**src/sarseq_pkg.sv**
```systemverilog
package sarseq_pkg;

  // ---------------------------------------------------------------
  // Conversion geometry
  // ---------------------------------------------------------------
  localparam int unsigned RES_BITS      = 14;
  localparam int unsigned SLOW_TRIALS   = 8;
  localparam int unsigned FAST_TRIALS   = 6;
  localparam int unsigned SHORT_CYCLE   = 15;

  // ---------------------------------------------------------------
  // Trial pacing, counted in mclk cycles
  // ---------------------------------------------------------------
  localparam int unsigned CLK_PERIOD_NS = 40;
  localparam int unsigned SLOW_STEP_NS  = 400;
  localparam int unsigned FAST_STEP_NS  = 120;
  localparam int unsigned SLOW_STEP_CYC = (SLOW_STEP_NS + CLK_PERIOD_NS - 1) / CLK_PERIOD_NS;
  localparam int unsigned FAST_STEP_CYC = (FAST_STEP_NS + CLK_PERIOD_NS - 1) / CLK_PERIOD_NS;

  localparam logic [13:0] SAR_RESET     = 14'h0000;

  typedef enum logic [2:0] {
    SARSEQ_IDLE  = 3'b001,
    SARSEQ_TRIAL = 3'b010,
    SARSEQ_HALT  = 3'b100
  } sarseq_state_t;

endpackage : sarseq_pkg

```
**src/sarseq_pacer.sv**
```systemverilog
`timescale 1ns/1ps
`default_nettype none

// Settling timer: strobes once per trial, slow or fast length chosen per trial.
module sarseq_pacer #(
  parameter int unsigned SLOW_CYC = sarseq_pkg::SLOW_STEP_CYC,
  parameter int unsigned FAST_CYC = sarseq_pkg::FAST_STEP_CYC
) (
  input  wire logic mclk,
  input  wire logic nrst,
  input  wire logic clkEn,
  input  wire logic run,
  input  wire logic slowSel,
  output logic      stepDone
);
  localparam int unsigned CW = $clog2(SLOW_CYC + 1);

  initial begin
    if (SLOW_CYC < 1 || FAST_CYC < 1 || FAST_CYC > SLOW_CYC) begin
      $error("sarseq_pacer: bad step lengths");
    end
  end

  logic [CW-1:0] count_reg;
  logic [CW-1:0] limit;

  assign limit    = slowSel ? CW'(SLOW_CYC - 1) : CW'(FAST_CYC - 1);
  assign stepDone = run && (count_reg >= limit);

  always_ff @(posedge mclk or negedge nrst) begin
    if (!nrst) begin
      count_reg <= '0;
    end else if (clkEn) begin
      if (!run || stepDone) begin
        count_reg <= '0;
      end else begin
        count_reg <= count_reg + CW'(1);
      end
    end
  end

endmodule : sarseq_pacer

`default_nettype wire

```
**src/sar_conversion_sequencer.sv**
```systemverilog
// Functional notes
// - A 14-bit approximation register drives the DAC trial code.
// - First 8 trials step slower than the last 6 trials.
// - Conversion ends after 14 trials, or earlier at a chosen end position.
// - With hold/run low, a new conversion starts after each one completes.
// - With hold/run high at completion, halt and keep the result.
// - A low-going pulse on hold/run restarts a halted sequencer.
// - Status is high exactly while a conversion is in progress.
// - Status falls when a new result is valid on the result output.
// - Bipolar codes are two's complement; the top bit is weighted opposite.
`timescale 1ns/1ps
`default_nettype none

module sar_conversion_sequencer #(
  parameter int unsigned RES      = sarseq_pkg::RES_BITS,
  parameter int unsigned SLOW_N   = sarseq_pkg::SLOW_TRIALS,
  parameter int unsigned SLOW_CYC = sarseq_pkg::SLOW_STEP_CYC,
  parameter int unsigned FAST_CYC = sarseq_pkg::FAST_STEP_CYC
) (
  input  wire logic           mclk,
  input  wire logic           nrst,
  input  wire logic           clkEn,
  input  wire logic           holdRun,
  input  wire logic           compHigh,
  input  wire logic [3:0]     endPos,
  input  wire logic           bipolar,
  output logic     [RES-1:0]  trialCode,
  output logic                dacTopCodeBit,
  output logic     [RES-1:0]  result,
  output logic                status
);

  // ---------------------------------------------------------------
  // Elaboration checks
  // ---------------------------------------------------------------
  // Trial index and end position are 4-bit, so resolution is fixed here
  initial begin
    if (RES != 14 || SLOW_N >= RES) begin
      $error("sar_conversion_sequencer: unsupported resolution");
    end
    if (SLOW_CYC < 1 || FAST_CYC < 1) begin
      $error("sar_conversion_sequencer: unsupported step lengths");
    end
  end

  // ---------------------------------------------------------------
  // State
  // ---------------------------------------------------------------
  sarseq_pkg::sarseq_state_t state_reg;
  logic [RES-1:0] sar_reg;
  logic [RES-1:0] mask_reg;
  logic [RES-1:0] result_reg;
  logic [3:0]     trialIdx_reg;
  sarseq_pkg::sarseq_state_t state_next;
  logic [RES-1:0] sar_next;
  logic [RES-1:0] mask_next;
  logic [3:0]     trialIdx_next;
  logic [RES-1:0] resolved;
  logic           holdPrev_reg;
  logic           stepDone;
  logic           lastTrial;
  logic [3:0]     endTrials;
  logic           keepBit;
  logic           restartPulse;

  // End position is counted in bits like the short-cycle tap: 15 means 14 trials
  assign endTrials = (endPos < 4'd2 || endPos > 4'(sarseq_pkg::SHORT_CYCLE))
                     ? 4'(RES) : endPos - 4'd1;
  assign lastTrial = (trialIdx_reg + 4'd1 >= endTrials);

  // Comparator high means the trial overshot. For the top bit in bipolar
  // mode its weight is reversed, so the sense of the decision flips.
  assign keepBit = (bipolar && mask_reg[RES-1]) ? compHigh : !compHigh;

  // Code with the bit under test decided, before the next bit is tried
  assign resolved = keepBit ? sar_reg : (sar_reg & ~mask_reg);

  // Rising edge that ends a low pulse; HALT already restarts on the first cycle hold/run is low
  assign restartPulse = holdRun && !holdPrev_reg;

  sarseq_pacer #(
    .SLOW_CYC (SLOW_CYC),
    .FAST_CYC (FAST_CYC)
  ) u_pacer (
    .mclk     (mclk),
    .nrst     (nrst),
    .clkEn    (clkEn),
    .run      (state_reg == sarseq_pkg::SARSEQ_TRIAL),
    .slowSel  (trialIdx_reg < 4'(SLOW_N)),
    .stepDone (stepDone)
  );

  // ---------------------------------------------------------------
  // Hold/run edge tracking
  // ---------------------------------------------------------------
  always_ff @(posedge mclk or negedge nrst) begin
    if (!nrst) begin
      holdPrev_reg <= 1'b1;
    end else if (clkEn) begin
      holdPrev_reg <= holdRun;
    end
  end

  // ---------------------------------------------------------------
  // Sequencer next-value decode
  // ---------------------------------------------------------------
  always_comb begin
    state_next    = state_reg;
    sar_next      = sar_reg;
    mask_next     = mask_reg;
    trialIdx_next = trialIdx_reg;
    unique case (state_reg)
      sarseq_pkg::SARSEQ_IDLE: begin
        sar_next      = {1'b1, {(RES-1){1'b0}}};
        mask_next     = {1'b1, {(RES-1){1'b0}}};
        trialIdx_next = 4'd0;
        state_next    = sarseq_pkg::SARSEQ_TRIAL;
      end
      sarseq_pkg::SARSEQ_TRIAL: begin
        if (stepDone) begin
          // Keep or drop this bit, then try the next lower one
          sar_next      = resolved | (lastTrial ? '0 : (mask_reg >> 1));
          mask_next     = mask_reg >> 1;
          trialIdx_next = trialIdx_reg + 4'd1;
          if (lastTrial) begin
            if (holdRun) begin
              state_next = sarseq_pkg::SARSEQ_HALT;
            end else begin
              state_next = sarseq_pkg::SARSEQ_IDLE;
            end
          end
        end
      end
      sarseq_pkg::SARSEQ_HALT: begin
        if (!holdRun || restartPulse) begin
          state_next = sarseq_pkg::SARSEQ_IDLE;
        end
      end
      default: begin
        // Upset codes fall back to a fresh conversion
        state_next = sarseq_pkg::SARSEQ_IDLE;
      end
    endcase
  end

  // ---------------------------------------------------------------
  // State register
  // ---------------------------------------------------------------
  always_ff @(posedge mclk or negedge nrst) begin
    if (!nrst) begin
      state_reg <= sarseq_pkg::SARSEQ_IDLE;
    end else if (clkEn) begin
      state_reg <= state_next;
    end
  end

  // ---------------------------------------------------------------
  // Approximation register
  // ---------------------------------------------------------------
  always_ff @(posedge mclk or negedge nrst) begin
    if (!nrst) begin
      sar_reg <= sarseq_pkg::SAR_RESET;
    end else if (clkEn) begin
      sar_reg <= sar_next;
    end
  end

  // ---------------------------------------------------------------
  // Bit-under-test mask
  // ---------------------------------------------------------------
  always_ff @(posedge mclk or negedge nrst) begin
    if (!nrst) begin
      mask_reg <= '0;
    end else if (clkEn) begin
      mask_reg <= mask_next;
    end
  end

  // ---------------------------------------------------------------
  // Trial counter
  // ---------------------------------------------------------------
  // Picks slow or fast pacing, so it must restart with every conversion
  always_ff @(posedge mclk or negedge nrst) begin
    if (!nrst) begin
      trialIdx_reg <= 4'd0;
    end else if (clkEn) begin
      trialIdx_reg <= trialIdx_next;
    end
  end

  // ---------------------------------------------------------------
  // Result capture
  // ---------------------------------------------------------------
  always_ff @(posedge mclk or negedge nrst) begin
    if (!nrst) begin
      result_reg <= '0;
    end else if (clkEn && state_reg == sarseq_pkg::SARSEQ_TRIAL && stepDone && lastTrial) begin
      // Untested low bits stay zero on a short-cycled conversion
      result_reg <= resolved;
    end
  end

  assign trialCode     = sar_reg;
  assign dacTopCodeBit = sar_reg[RES-1];
  assign result        = result_reg;
  // Status drops in the same cycle the result register is loaded
  assign status        = (state_reg == sarseq_pkg::SARSEQ_TRIAL);

endmodule : sar_conversion_sequencer

`default_nettype wire

```
**config.mk**
```make
export PLATFORM = sky130hd
export DESIGN_NAME = sar_conversion_sequencer
export DESIGN_NICKNAME = d
export VERILOG_FILES = /design/src/sarseq_pkg.sv /design/src/sarseq_pacer.sv /design/src/sar_conversion_sequencer.sv
export SDC_FILE = /design/constraint.sdc
export NUM_CORES = 1
export LEC_CHECK = 0
export BUFFER_PORTS_ARGS = -buffer_cell sky130_fd_sc_hd__buf_4
export CAP_MARGIN = 20
export CORE_MARGIN = 4
export CORE_UTILIZATION = 53
export CTS_BUF_LIST = sky130_fd_sc_hd__clkbuf_8
export CTS_CLUSTER_SIZE = 20
export DETAILED_ROUTE_END_ITERATION = 10
export HOLD_SLACK_MARGIN = 0.03
export PLACE_DENSITY = 0.87
export SYNTH_ARGS = -nofsm -noshare
export SYNTH_HDL_FRONTEND = slang
export SYNTH_SLANG_ARGS = --single-unit
```
**constraint.sdc**
```tcl
create_clock -name mclk -period 2.2 [get_ports mclk]
set_clock_uncertainty 0.05 [all_clocks]
set_input_delay 0.33 -clock mclk [delete_from_list [all_inputs] [get_ports mclk]]
set_output_delay 0.33 -clock mclk [all_outputs]
set_load 0.01 [all_outputs]
```
==> impl_metrics.tcl <==
set metrics [dict create \
    status "finished, violations left" \
    violations "negative setup slack" \
    tightest_slew_ns 0.648 \
    rows 25 \
    start_util_pct 56.1 \
    io_pins 40 \
    clkLatencyLatePin_ns 0.32 \
    yosys_most_used_dff "dfrtp_1" \
    rrSetupSlack_ns -0.02 \
    grt_max_degree 55 \
    cts_buffer_depth 2 \
    powerDensity_mw_per_mm2 962 \
    final_util_pct 68.8 \
    synthTopCellsByCount "52 x dfrtp_1, 29 x a22o_1, 18 x o21ai_0" \
    synth_edf_count 0 \
    n_antenna_cell 0 \
    max_freq_mhz 450 \
    drt_iter0_drc 197 \
    cts_sinks 54 \
    ys_seq_elements 54 \
    fin_cells 358 \
    dp.cells 347 \
    core_sq_mm 0.00482 \
    grt-ovfl-total 0 \
    finalCritPeriodShare_pct 101 \
    yosysWarnings 0 \
    syn2layout_area_growth_pct 22.6 \
    crit_chain "buf_4 > nand3_1 > xnor2_2 > ha_1 > o21a_1 > nor2_2 > a21oi_2 > nand2_2 > buf_12 > mux2_1" \
    grt_use_met3_pct 5.08 \
    min_period_ns 2.22 \
    tritoncts "yes" \
    routed_wl_microns 5750 \
    wl_per_cell_microns 16.1 \
    synth_cell_types 43 \
    dp_hpwl_microns 3890 \
    antenna_found_initial 0 \
    path_class "reg2reg" \
    chipWidth_microns 79.4 \
    cts_max_level 2 \
    setup_slack_ns -0.0238 \
    slew_headroom_pct 56.8 \
    peakVddDrop_v 0.000652 \
    timing_hold_violations_final 0 \
    drv_slew 0 \
    synth_area_sq_mm 0.00270 \
    numPortBuffers 39 \
    vias 2084 \
    grt.busiest_layer "met2" \
    yosys-top-cells-area "dfrtp_1 48%, a22o_1 9.4%, mux2_1 5.0%" \
    rsz0062_at_grt "yes" \
    grt_util_met1_pct 23.2 \
    post-route-drc-count 0 \
    synth_most_common_cell "dfrtp_1" \
    grt_pass1_wl_microns 9570 \
    cp.arrival_ns 2.38 \
    cp_max_fo 14 \
    dieArea_sq_mm 0.00631 \
    cp-start-kind "register" \
    root_buffer "clkbuf_8" \
    critPathSlowestCell "dfrtp_1" \
    grt_use_met2_pct 33.9 \
    final_nets 310 \
    critPathMaxStageDelay_ns 0.38 \
    p_leak_uw 0.00171 \
    ys_async_sr_fraction_pct 100 \
    power_uw 3190 \
    synth_fp_nets 261 \
    grt_pass1_vias 2080 \
    firstDrtPassIters 4 \
    place_congestion 0.801 \
    crit_required_ns 2.36 \
    finalSetupViolCount 11 \
    cap_violations 0 \
    viasPerCell 5.82 \
    drive_above_1_share_pct 29.9 \
    ant_nets 0 \
    tns_ns -0.135 \
    fp.dieH_microns 79.4 \
    hp-class "in2reg" \
    yosysTopAreaCellShare_pct 48.1 \
    numCtsBuffers 5 \
    grtUsageTotal_pct 19.5 \
    yosys.area.top_type "dfrtp_1" \
    ys_seq_area_share_pct 50.1 \
    synth_cells 241 \
    syn_avg_cell_area_sq_um 11.2 \
    clk_pin_slew_ns 0.10 \
    crit_path_end_kind "register" \
]
[cells by family (layout without fill, tap and decap cells)]
logic type	count (synthesis)	in the layout	synth area share [%]
AO/OA/AOI/OAI	81	81	22.5
adder cells (fa/ha/maj)	10	10	4.63
AND/OR/NAND/NOR	54	54	10.8
buffers and inverters	22	72	3.70
XOR/XNOR	3	3	1.25
multiplexers	17	17	6.99
flip-flops	54	54	50.1
[through the flow]
stage | hold WS, ns | area (sq um) | setup slack (ns)
2_1_floorplan | -0.0156 | 2700 | 0.00929
3_3_place_gp | 0.351 | 3120 | -0.00870
3_5_place_dp | 0.356 | 3120 | -0.109
4_1_cts | 0.205 | 3240 | 0.0246
5_1_grt | 0.225 | 3320 | -0.0901
6_report | 0.208 | 3320 | -0.0238
[worst paths after layout]
| check | start | end | cells after the start |
|---|---|---|---|
| worst min register to register | holdPrev_reg$_DFFE_PN1P_ | holdPrev_reg$_DFFE_PN1P_ | 2 |
| worst max-delay path | trialIdx_reg[0]$_DFFE_PN0P_ | result[5]$_DFFE_PN0P_ | 10 |
| worst max register to register | trialIdx_reg[0]$_DFFE_PN0P_ | result[5]$_DFFE_PN0P_ | 10 |
| max in group asynchronous | nrst | trialIdx_reg[3]$_DFFE_PN0P_ | 2 |
| worst min-delay path | holdRun | holdPrev_reg$_DFFE_PN1P_ | 3 |
| min in group asynchronous | nrst | result[4]$_DFFE_PN0P_ | 2 |
[cell type report]
cell class	instances	area (sq um)
fillers	390	1500
inverters	10	37.5
clock buffers	6	82.6
repair buffers	54	428
multi-input cells	165	1310
well taps	67	83.8
clock inverters	2	17.5
flip-flops and latches	54	1360
[routing by layer]
metal / part of all wire (%) / vias up
li1: - / 984
met1: 42 / 1038
met2: 53 / 54
met3: 4.2 / 8
met4: 1.4 / 0
met5: 0 / -
[worst max-delay path, delay by kind of cell, from the launching register on]
| family | cells | cell delay [ns] |
|---|---|---|
| AND/OR/NAND/NOR | 3 | 0.39 |
| AO/OA/AOI/OAI | 2 | 0.18 |
| multiplexers | 1 | 0.33 |
| adder cells (fa/ha/maj) | 1 | 0.31 |
| XOR/XNOR | 1 | 0.18 |
| flip-flops | 1 | 0.38 |
| buffers and inverters | 2 | 0.29 |
[where the power goes]
| part | internal [uW] | switching (uW) | total (uW) |
|---|---|---|---|
| clock | 260 | 339 | 598 |
| combinational | 594 | 664 | 1260 |
| sequential | 1160 | 176 | 1330 |
[layout by cell type (no fill, tap or decap), types with 2 or more instances in the layout]
master / instances
dfstp_2: 2
dfrtp_1: 51
nor3_1: 2
nand2b_1: 3
a21oi_1: 2
clkinv_4: 2
and3_1: 13
nor3_2: 2
a21o_1: 3
and2_1: 2
o21ai_1: 3
o21ai_0: 17
mux2_1: 7
ha_1: 9
mux2_4: 7
inv_1: 9
mux2i_1: 2
nor2_1: 5
a22o_1: 29
nand3_1: 6
a21boi_0: 14
buf_6: 2
clkbuf_8: 6
buf_4: 50
nand2_2: 2
o21a_1: 3
a21oi_2: 2
xnor2_2: 2
nor2b_1: 3
nand2_1: 11
[what timing repair did]
action                                 4_1_cts  5_1_grt
endpoints found under the hold margin       52        0
setup buffers                                0        2
pin swaps                                    0        9
setup endpoints to repair                   25       27
hold buffers                                 1        0
gates resized for setup                      2       16
cloned                                       0        0
Power figures use the tool's default switching activity.
